### src/verilog/cfg_space_consts.svh
// offsets, capability codes and reset values of the configuration space
`ifndef CFG_SPACE_CONSTS_SVH
`define CFG_SPACE_CONSTS_SVH

// byte offsets of the capability chain
`define OFF_ID 12'h000
`define OFF_CAP_PTR 12'h034
`define OFF_PM_CAP 12'h040
`define OFF_MSI_CAP 12'h048
`define OFF_PCIX_CAP 12'h058
`define OFF_PCIE_CAP 12'h068
`define OFF_DSN_CAP 12'h100
`define OFF_PB_CAP 12'h138
`define OFF_VC_CAP 12'h148
`define OFF_AER_CAP 12'hFB4

// byte offsets of the access-type registers
`define OFF_CTRL 12'h200
`define OFF_STICKY_CTRL 12'h204
`define OFF_STATUS 12'h208
`define OFF_STICKY_STATUS 12'h20C
`define OFF_EVENT_COUNT 12'h210
`define OFF_STICKY_LOG 12'h214

// standard capability identifiers and next pointers
`define CAP_ID_PM 8'h01
`define CAP_ID_MSI 8'h05
`define CAP_ID_PCIX 8'h07
`define CAP_ID_PCIE 8'h10
`define NEXT_PM 8'h48
`define NEXT_MSI 8'h68
`define NEXT_PCIX 8'h68
`define NEXT_PCIE 8'h00
`define CAP_PTR_VAL 8'h40
`define STD_HI_ZERO 16'h0000
`define CAP_PTR_HI_ZERO 24'h00_0000

// extended capability identifiers, version and next offsets
`define XCAP_ID_AER 16'h0001
`define XCAP_ID_VC 16'h0002
`define XCAP_ID_DSN 16'h0003
`define XCAP_ID_PB 16'h0004
`define XCAP_VER 4'h1
`define XNEXT_DSN 12'hFB4
`define XNEXT_AER 12'h138
`define XNEXT_PB 12'h148
`define XNEXT_VC 12'h000

// reset values and counter steps
`define ZERO32 32'h0000_0000
`define RST_CTRL 32'h0000_0000
`define RST_STICKY_CTRL 32'h0000_0000
`define CNT_ONE 32'h0000_0001
`define CNT_MAX 32'hFFFF_FFFF

`endif

### src/verilog/cfg_space_pkg.sv
// types shared by the configuration space modules
package cfg_space_pkg;
  typedef logic [31:0] dword_t;
  typedef logic [9:0] dw_index_t;
endpackage

### src/verilog/cfg_access_if.sv
// one accepted configuration access as seen by the helper modules
`timescale 1ns/1ps
interface cfg_access_if;
  logic wr;
  logic rd;
  cfg_space_pkg::dw_index_t dw;
  cfg_space_pkg::dword_t wdata;
  cfg_space_pkg::dword_t mask;
  modport src (output wr, output rd, output dw, output wdata, output mask);
  modport sink (input wr, input rd, input dw, input wdata, input mask);
endinterface

### src/verilog/cap_header_rom.sv
// constant capability headers of the standard and extended chains
`timescale 1ns/1ps
`include "cfg_space_consts.svh"
module cap_header_rom
(
  cfg_access_if.sink acc,
  output wire logic o_hit,
  output cfg_space_pkg::dword_t o_data
);
  localparam int N = 9;
  localparam logic [11:0] OFFS [N] = '{`OFF_CAP_PTR, `OFF_PM_CAP, `OFF_MSI_CAP,
    `OFF_PCIX_CAP, `OFF_PCIE_CAP, `OFF_DSN_CAP, `OFF_AER_CAP, `OFF_PB_CAP,
    `OFF_VC_CAP};
  localparam logic [31:0] DATA [N] = '{
    {`CAP_PTR_HI_ZERO, `CAP_PTR_VAL},
    {`STD_HI_ZERO, `NEXT_PM, `CAP_ID_PM},
    {`STD_HI_ZERO, `NEXT_MSI, `CAP_ID_MSI},
    {`STD_HI_ZERO, `NEXT_PCIX, `CAP_ID_PCIX},
    {`STD_HI_ZERO, `NEXT_PCIE, `CAP_ID_PCIE},
    {`XNEXT_DSN, `XCAP_VER, `XCAP_ID_DSN},
    {`XNEXT_AER, `XCAP_VER, `XCAP_ID_AER},
    {`XNEXT_PB, `XCAP_VER, `XCAP_ID_PB},
    {`XNEXT_VC, `XCAP_VER, `XCAP_ID_VC}};

  logic [N:0] hit_chain;
  logic [31:0] data_chain [N+1];

  assign hit_chain[0] = 1'b0;
  assign data_chain[0] = `ZERO32;

  genvar i;
  generate
    for (i = 0; i < N; i++)
    begin : g_entry
      wire logic entry_hit;
      assign entry_hit = (acc.dw == OFFS[i][11:2]);
      assign hit_chain[i+1] = hit_chain[i] | entry_hit;
      // standard: id 7:0, next 15:8; extended: id 15:0, version 19:16, next 31:20
      assign data_chain[i+1] = data_chain[i] | (entry_hit ? DATA[i] : `ZERO32);
    end
  endgenerate


  assign o_hit = hit_chain[N];
  assign o_data = data_chain[N];
endmodule

### src/verilog/status_w1c_bank.sv
// write-one-to-clear status bits, optionally sticky
`timescale 1ns/1ps
`include "cfg_space_consts.svh"
module status_w1c_bank
#(
  parameter int W = 32,
  parameter bit STICKY = 1'b0
)
(
  input wire logic i_sys_clk,
  input wire logic i_reset_n,
  input wire logic i_hot_reset,
  input wire logic i_aux_keep,
  cfg_access_if.sink acc,
  input wire logic i_sel,
  input wire logic [W-1:0] i_set,
  output logic [W-1:0] o_q
);
  wire logic clear_all;
  wire logic wr_hit;
  wire logic [W-1:0] clr_bits;

  // sticky bits ignore hot reset and keep their value while aux power is kept
  assign clear_all = STICKY ? (!i_reset_n && !i_aux_keep) : (!i_reset_n || i_hot_reset);
  assign wr_hit = acc.wr && i_sel;
  assign clr_bits = wr_hit ? (acc.wdata[W-1:0] & acc.mask[W-1:0]) : '0;

  wire logic [W-1:0] nxt_q;

  genvar b;
  generate
    for (b = 0; b < W; b++)
    begin : g_bit
      // a set in the clearing cycle wins; a written zero changes nothing
      assign nxt_q[b] = i_set[b] | (o_q[b] & ~clr_bits[b]);
    end
  endgenerate

  always_ff @(posedge i_sys_clk)
  begin
    if (clear_all)
      o_q <= '0;
    else
      o_q <= nxt_q;
  end
endmodule

### src/verilog/config_space_capability_chain.sv
// configuration space: capability chains and the access-type registers
// Overview of operation
// hardware-initialised bits load once, reset by fundamental
// read-clear counter tallies events, zeroed on read
// read-only bits ignore writes, loadable by initialisation
// sticky read-only bits survive hot reset
// read-write bits store and return written value
// status bits set by events, written one clears
// sticky status: zero ignored, reset leaves them
// sticky read-write bits keep value through reset
// aux power enabled keeps all sticky contents
// loadable registers take eeprom defaults before access
// capability pointer 40h; PM id 01h, next 48h
// PCI-X capability id 07h, next 68h
// PCI Express capability id 10h, next 00h
// serial number: 0003h, version 1h, next FB4h
// power budget: 0004h, version 1h, next 148h
// virtual channel: 0002h, version 1h, next 000h
// error reporting: 0001h, version 1h, next 138h
// standard and extended header field positions fixed
// reserved locations read zero, writes ignored
`timescale 1ns/1ps
`include "cfg_space_consts.svh"
module config_space_capability_chain
#(
  parameter logic [15:0] VENDOR_ID_DEF = 16'h1234, // arbitrary value
  parameter logic [15:0] DEVICE_ID_DEF = 16'h5678, // arbitrary value
  parameter int STATUS_W = 8,
  parameter int STICKY_STATUS_W = 8
)
(
  input wire logic i_sys_clk,
  input wire logic i_reset_n,
  input wire logic i_hot_reset,
  input wire logic i_aux_keep,
  input wire logic i_cfg_req,
  input wire logic i_cfg_wr,
  input wire logic [11:2] i_cfg_addr,
  input wire logic [31:0] i_cfg_wdata,
  input wire logic [3:0] i_cfg_be,
  output logic o_cfg_ready,
  output logic o_cfg_ack,
  output logic [31:0] o_cfg_rdata,
  input wire logic i_eep_load,
  input wire logic [11:2] i_eep_addr,
  input wire logic [31:0] i_eep_data,
  input wire logic i_eep_done,
  input wire logic i_count_evt,
  input wire logic [STATUS_W-1:0] i_status_set,
  input wire logic [STICKY_STATUS_W-1:0] i_sticky_status_set,
  input wire logic i_log_load,
  input wire logic [31:0] i_log_val,
  output logic [31:0] o_ctrl,
  output logic [31:0] o_sticky_ctrl,
  output logic [STATUS_W-1:0] o_status,
  output logic [STICKY_STATUS_W-1:0] o_sticky_status
);
  // ----------------------------------------------------------------
  // request decode
  // ----------------------------------------------------------------
  cfg_access_if acc ();

  logic ready_ff;
  logic ack_ff;
  cfg_space_pkg::dword_t rdata_ff;
  cfg_space_pkg::dword_t id_ff;
  cfg_space_pkg::dword_t ctrl_ff;
  cfg_space_pkg::dword_t ctrl_def_ff;
  cfg_space_pkg::dword_t sticky_ctrl_ff;
  cfg_space_pkg::dword_t count_ff;
  cfg_space_pkg::dword_t log_ff;

  wire logic take;
  wire logic nonsticky_clr;
  wire logic sticky_clr;
  wire logic [31:0] be_mask;

  // requests are only taken once the eeprom load has finished
  assign take = i_cfg_req && ready_ff;
  assign be_mask = {{8{i_cfg_be[3]}}, {8{i_cfg_be[2]}}, {8{i_cfg_be[1]}}, {8{i_cfg_be[0]}}};
  assign nonsticky_clr = !i_reset_n || i_hot_reset;
  assign sticky_clr = !i_reset_n && !i_aux_keep;

  assign acc.wr = take && i_cfg_wr;
  assign acc.rd = take && !i_cfg_wr;
  assign acc.dw = i_cfg_addr;
  assign acc.wdata = i_cfg_wdata;
  assign acc.mask = be_mask;

  wire logic sel_id;
  wire logic sel_ctrl;
  wire logic sel_sticky_ctrl;
  wire logic sel_status;
  wire logic sel_sticky_status;
  wire logic sel_count;
  wire logic sel_log;

  // dword addresses widen back to byte offsets so the compares match the map
  wire logic [11:0] cfg_byte;
  wire logic [11:0] eep_byte;

  assign cfg_byte = {i_cfg_addr, 2'h0};
  assign eep_byte = {i_eep_addr, 2'h0};
  assign sel_id = (cfg_byte == `OFF_ID);
  assign sel_ctrl = (cfg_byte == `OFF_CTRL);
  assign sel_sticky_ctrl = (cfg_byte == `OFF_STICKY_CTRL);
  assign sel_status = (cfg_byte == `OFF_STATUS);
  assign sel_sticky_status = (cfg_byte == `OFF_STICKY_STATUS);
  assign sel_count = (cfg_byte == `OFF_EVENT_COUNT);
  assign sel_log = (cfg_byte == `OFF_STICKY_LOG);

  wire logic eep_id;
  wire logic eep_ctrl;

  assign eep_id = i_eep_load && !ready_ff && (eep_byte == `OFF_ID);
  assign eep_ctrl = i_eep_load && !ready_ff && (eep_byte == `OFF_CTRL);

  // ----------------------------------------------------------------
  // capability headers and status banks
  // ----------------------------------------------------------------
  wire logic rom_hit;
  cfg_space_pkg::dword_t rom_data;

  cap_header_rom u_rom
  (
    .acc (acc.sink),
    .o_hit (rom_hit),
    .o_data (rom_data)
  );

  // plain status clears on hot reset; the sticky bank only when power is lost
  status_w1c_bank #(.W(STATUS_W), .STICKY(1'b0)) u_status
  (
    .i_sys_clk (i_sys_clk),
    .i_reset_n (i_reset_n),
    .i_hot_reset (i_hot_reset),
    .i_aux_keep (i_aux_keep),
    .acc (acc.sink),
    .i_sel (sel_status),
    .i_set (i_status_set),
    .o_q (o_status)
  );

  status_w1c_bank #(.W(STICKY_STATUS_W), .STICKY(1'b1)) u_sticky_status
  (
    .i_sys_clk (i_sys_clk),
    .i_reset_n (i_reset_n),
    .i_hot_reset (i_hot_reset),
    .i_aux_keep (i_aux_keep),
    .acc (acc.sink),
    .i_sel (sel_sticky_status),
    .i_set (i_sticky_status_set),
    .o_q (o_sticky_status)
  );

  // ----------------------------------------------------------------
  // next values
  // ----------------------------------------------------------------
  cfg_space_pkg::dword_t nxt_id;
  cfg_space_pkg::dword_t nxt_ctrl;
  cfg_space_pkg::dword_t nxt_ctrl_def;
  cfg_space_pkg::dword_t nxt_sticky_ctrl;
  cfg_space_pkg::dword_t nxt_count;
  cfg_space_pkg::dword_t nxt_log;
  cfg_space_pkg::dword_t nxt_rdata;
  cfg_space_pkg::dword_t count_step;
  cfg_space_pkg::dword_t count_base;

  // id only changes through the eeprom or a fundamental reset; software writes fall away
  assign nxt_id = eep_id ? i_eep_data : id_ff;

  wire logic ctrl_wr;
  wire logic sticky_ctrl_wr;
  wire logic count_rd;
  cfg_space_pkg::dword_t ctrl_merge;
  cfg_space_pkg::dword_t sticky_ctrl_merge;

  // only the enabled bytes of a write replace the stored ones
  assign ctrl_wr = acc.wr && sel_ctrl;
  assign sticky_ctrl_wr = acc.wr && sel_sticky_ctrl;
  assign count_rd = acc.rd && sel_count;
  assign ctrl_merge = (ctrl_ff & ~be_mask) | (i_cfg_wdata & be_mask);
  assign sticky_ctrl_merge = (sticky_ctrl_ff & ~be_mask) | (i_cfg_wdata & be_mask);

  assign nxt_ctrl_def = eep_ctrl ? i_eep_data : ctrl_def_ff;
  assign nxt_ctrl = eep_ctrl ? i_eep_data : ctrl_wr ? ctrl_merge : ctrl_ff;
  assign nxt_sticky_ctrl = sticky_ctrl_wr ? sticky_ctrl_merge : sticky_ctrl_ff;

  // a read clears the tally, an event in the same cycle still counts
  assign count_base = count_rd ? `ZERO32 : count_ff;
  // the tally stops at its top value instead of wrapping
  assign count_step = (count_base == `CNT_MAX) ? `ZERO32 : `CNT_ONE;
  assign nxt_count = i_count_evt ? (count_base + count_step) : count_base;

  // hardware log: written by the device, never by software
  assign nxt_log = i_log_load ? i_log_val : log_ff;

  cfg_space_pkg::dword_t status_word;
  cfg_space_pkg::dword_t sticky_status_word;

  // status banks are narrower than a dword; the upper bits read zero
  assign status_word = {{(32-STATUS_W){1'b0}}, o_status};
  assign sticky_status_word = {{(32-STICKY_STATUS_W){1'b0}}, o_sticky_status};

  assign nxt_rdata = sel_id ? id_ff :
                     sel_ctrl ? ctrl_ff :
                     sel_sticky_ctrl ? sticky_ctrl_ff :
                     sel_status ? status_word :
                     sel_sticky_status ? sticky_status_word :
                     sel_count ? count_ff :
                     sel_log ? log_ff :
                     rom_hit ? rom_data :
                     `ZERO32;

  // ----------------------------------------------------------------
  // fundamental-reset registers
  // ----------------------------------------------------------------
  always_ff @(posedge i_sys_clk)
  begin
    if (!i_reset_n)
      id_ff <= {DEVICE_ID_DEF, VENDOR_ID_DEF};
    else
      id_ff <= nxt_id;
  end

  always_ff @(posedge i_sys_clk)
  begin
    if (!i_reset_n)
      ctrl_def_ff <= `RST_CTRL;
    else
      ctrl_def_ff <= nxt_ctrl_def;
  end

  // once up, ready stays up until the next fundamental reset
  always_ff @(posedge i_sys_clk)
  begin
    if (!i_reset_n)
      ready_ff <= 1'b0;
    else
      ready_ff <= ready_ff | i_eep_done;
  end

  // ----------------------------------------------------------------
  // hot-reset registers
  // ----------------------------------------------------------------
  always_ff @(posedge i_sys_clk)
  begin
    if (!i_reset_n)
      ctrl_ff <= `RST_CTRL;
    else if (i_hot_reset)
      ctrl_ff <= ctrl_def_ff;
    else
      ctrl_ff <= nxt_ctrl;
  end

  always_ff @(posedge i_sys_clk)
  begin
    if (nonsticky_clr)
      count_ff <= `ZERO32;
    else
      count_ff <= nxt_count;
  end

  // ----------------------------------------------------------------
  // sticky registers
  // ----------------------------------------------------------------
  always_ff @(posedge i_sys_clk)
  begin
    if (sticky_clr)
      sticky_ctrl_ff <= `RST_STICKY_CTRL;
    else
      sticky_ctrl_ff <= nxt_sticky_ctrl;
  end

  always_ff @(posedge i_sys_clk)
  begin
    if (sticky_clr)
      log_ff <= `ZERO32;
    else
      log_ff <= nxt_log;
  end

  // ----------------------------------------------------------------
  // answer
  // ----------------------------------------------------------------
  always_ff @(posedge i_sys_clk)
  begin
    if (!i_reset_n)
      ack_ff <= 1'b0;
    else
      ack_ff <= take;
  end

  always_ff @(posedge i_sys_clk)
  begin
    if (!i_reset_n)
      rdata_ff <= `ZERO32;
    else
      rdata_ff <= acc.rd ? nxt_rdata : `ZERO32;
  end

  assign o_cfg_ready = ready_ff;
  assign o_cfg_ack = ack_ff;
  assign o_cfg_rdata = rdata_ff;
  assign o_ctrl = ctrl_ff;
  assign o_sticky_ctrl = sticky_ctrl_ff;
endmodule

### config.mk
export PLATFORM = sky130hd
export DESIGN_NAME = config_space_capability_chain
export DESIGN_NICKNAME = d
export VERILOG_FILES = /design/src/verilog/cfg_space_pkg.sv /design/src/verilog/cfg_access_if.sv /design/src/verilog/cap_header_rom.sv /design/src/verilog/status_w1c_bank.sv /design/src/verilog/config_space_capability_chain.sv
export VERILOG_INCLUDE_DIRS = /design/src /design/src/verilog
export SDC_FILE = /design/constraint.sdc
export NUM_CORES = 1
export LEC_CHECK = 0
export BUFFER_PORTS_ARGS = -buffer_cell sky130_fd_sc_hd__buf_2
export CAP_MARGIN = 20
export CORE_UTILIZATION = 58
export CTS_CLUSTER_SIZE = 40
export DETAILED_ROUTE_END_ITERATION = 16
export PLACE_DENSITY = 0.95
export SLEW_MARGIN = 15
export SYNTH_ARGS = -nofsm -noshare
export SYNTH_HDL_FRONTEND = slang
export SYNTH_SLANG_ARGS = --single-unit
export TNS_END_PERCENT = 10
### constraint.sdc
create_clock -name i_sys_clk -period 5.3 [get_ports i_sys_clk]
set_input_delay 0.265 -clock i_sys_clk [delete_from_list [all_inputs] [get_ports i_sys_clk]]
set_output_delay 0.265 -clock i_sys_clk [all_outputs]
set_load 0.05 [all_outputs]
==> results.md <==
- Status: finished, final reports clean
- Leak pwr: 5.38 nW
- Routed wire per std cell: 22.1 µm
- Setup Skew: 0.0143 ns
- Fraction of the mapped netlist area in adder cells: 0.233%
- Die Ht: 138 µm
- Share of layout cells above drive strength 1: 20.6%
- Grt total ovfl: 0
- Commonest non-fill, non-tap cells in the layout: buf_2 (259), nand2_1 (253), dfxtp_1 (242), a21oi_1 (143), nor2_1 (115)
- # port buffers: 259
- Final instance area: 13500 µm²
- Crit Path Max Fanout: 13
- Synth Area in Simple Gates: 23.2%
- Synthesis-stage register bit count: 242
- Largest family of logic cells by synthesized area: simple AND/OR/NAND/NOR gates
- Post-route clock period utilization: 63.4%
- Core box area: 18000 µm²
- Number of buffers created by CTS: 25
- Post-Route Setup TNS: 0 ns
- TritonCTS clock tree: done
- CTS clk-pin slew, worst paths: 0.06 ns
- Util after Layout: 75.2%
- Cells after Synth: 1328
- Inst Count DP: 1741
- Sequential area share after synthesis: 45.1%
- Antenna violations before repair: 4
- RSZ-0062 raised after global routing: no
- Vias in the first global route: 10962
- Top-area cell type share of the netlist area: 45.1%
- FMAX: 298 MHz
- CTS root buf: clkbuf_16
- FP Rows: 49
- Syn Area/Cell: 8.09 µm²
- Gpl congestion: 1.00
- First-pass GRT wire length: 61200 µm
- Fin. Hold Viols: 0
- Mapped Area: 10700 µm²
- Via Count: 12087
- Critical path endpoint category: flip-flop
- Slowest cell on crit path: or4_4
- 1st-iter DRT viols: 1751
- Cell taking the most area after synthesis: dfxtp_1
- Synth Area in Compound Gates: 21.7%
- Die ar.: 19100 µm²
- Crit start category: flip-flop
- Avg Vias per Cell: 6.55
- Commonest non-fill, non-tap cell in the layout: buf_2
- Clk buf depth: 3
- Final nets: 1742
- Post-DP Area: 12100 µm²
- Critical path cell sequence: nand3b_1 -> or4_4 -> nand2_1 -> or4_1 -> ha_1 -> and3_1 -> and4_1 -> nand4_1 -> or3_1 -> a21oi_1
- DPL Wire Length: 28500 µm
- Detail Route Antenna Nets: 0
- Fill cell count: 1294
- Worst Hold Class: in2reg
- Pwr Density: 310 nW/µm²
- GRT Total Usage: 40.4%
- Post-route insts no fill: 1845
- Pin count of the biggest net entering global routing: 65
- Post-synthesis mux area share: 3.91%
- Peak supply drop: 0.267 mV
- Worst-Margin Slew: 1.10 ns
- P&R area growth vs syn: 26.2%
- Distinct cells, synth: 61
- Maximum level of the CTS H-tree: 1
- Worst path required time: 5.74 ns
- Tmin final: 3.36 ns
- Post-CTS sizing: 0
- Largest stage delay, worst path: 0.67 ns
- Final WL: 40700 µm
- Initial Util: 59.6%
- Post-synth EDFFs: 0
- Clock sink count: 242
- Clk_lat worst skew: 0.54 ns
- Main synth FF type: dfxtp_1
- Hold_ws: 0.0112 ns
- Max Transition Viols Final: 0
- YS warnings: 0
- Synth area leaders: dfxtp_1 (45%), nand2_1 (8.8%), a21oi_1 (6.7%), nor2_1 (4.1%), mux2i_1 (3.9%)
- CP Class: reg2reg
- Max cap viols: 0
- Die Wd: 138 µm
- DRC: 0
- Ys async rst share: 0%
- Max transition margin: 26.1%
- Final setup fails: 0
- XOR/XNOR Fraction of Synth Area: 1.39%
- Crit path DAT: 3.80 ns
- Syn nets: 1476
- Detailed-router iteration count before antenna repair: 7
- Num ports: 260
[repair_timing]
| action | 4_1_cts | 5_1_grt |
|---|---|---|
| hold buffers | 54 | 0 |
| buffers inserted | 0 | 0 |
| endpoints found under the hold margin | 56 | 0 |
[cell families after synthesis]
| group | count (synthesis) |
|---|---|
| mux | 42 |
| flops | 242 |
| xor+xnor | 17 |
| buf+inv | 124 |
| fa+ha+maj | 2 |
| simple gates | 539 |
| compound gates | 362 |
[per-stage QoR]
step	power (mW)	setup WS, ns
final	4.20	1.94
after global routing	4.30	1.80
after CTS	4.18	2.02
after detailed placement	2.32	1.58
after global placement	2.31	1.69
after floorplan	2.16	1.61
[routing by layer]
layer  global-route usage, %  share of wire [%]  vias to the layer above
li1                        -                  -                     5290
met3                    8.97                 13                      212
met2                    60.4                 43                     1007
met1                    55.2                 38                     5576
met5                       0              0.032                        -
met4                    19.7                5.7                        2
[path summary, 6_finish.rpt]
check / startpoint / end / slack (ns) / cells past startpoint
max: o_cfg_ready / count_ff[19] / 1.94 / 10
min: i_status_set[5] / u_status.o_q[5] / 0.01 / 3
max reg2reg: o_cfg_ready / count_ff[19] / 1.94 / 10
min reg2reg: ctrl_def_ff[2] / ctrl_def_ff[2] / 0.45 / 2
[cells in the mapped netlist (12+ instances only)]
| library cell | number |
|---|---|
| inv_1 | 34 |
| a21oi_1 | 143 |
| and2_1 | 15 |
| a31oi_1 | 15 |
| o21ai_0 | 63 |
| clkbuf_1 | 74 |
| dfxtp_1 | 242 |
| nand3_1 | 39 |
| a22oi_1 | 21 |
| nor2_1 | 116 |
| a222oi_1 | 14 |
| or3_1 | 14 |
| a221oi_1 | 25 |
| nand4_1 | 17 |
| nand2_1 | 253 |
| and3_1 | 12 |
| nand2b_1 | 17 |
| mux2i_1 | 42 |
| o32ai_1 | 25 |
[worst max-delay path: cells and delay by family (launching register included)]
family,cells,cell delay [ns]
flip-flops,1,0.50
AND/OR/NAND/NOR,8,2.45
AO/OA/AOI/OAI,1,0.16
adder cells (fa/ha/maj),1,0.15
[power breakdown]
| part | internal, mW | switching (mW) | total (mW) |
|---|---|---|---|
| Combinational | 0.147 | 0.273 | 0.420 |
| Sequential | 1.87 | 0.0474 | 1.91 |
| Clock | 1.14 | 0.736 | 1.87 |
[cell type report]
cell class / instances / area, µm² / area share (%)
tap: 229 / 287 / 2.11
antenna: 3 / 7.51 / 0.0554
sequential: 242 / 4840 / 35.8
clock buffer: 40 / 762 / 5.62
timing repair buffer: 328 / 1960 / 14.4
inverter: 35 / 131 / 0.970
multi-input combinational: 962 / 5440 / 40.1
clock inverter: 6 / 124 / 0.914
Note: power is estimated with default switching activity, not from simulation.
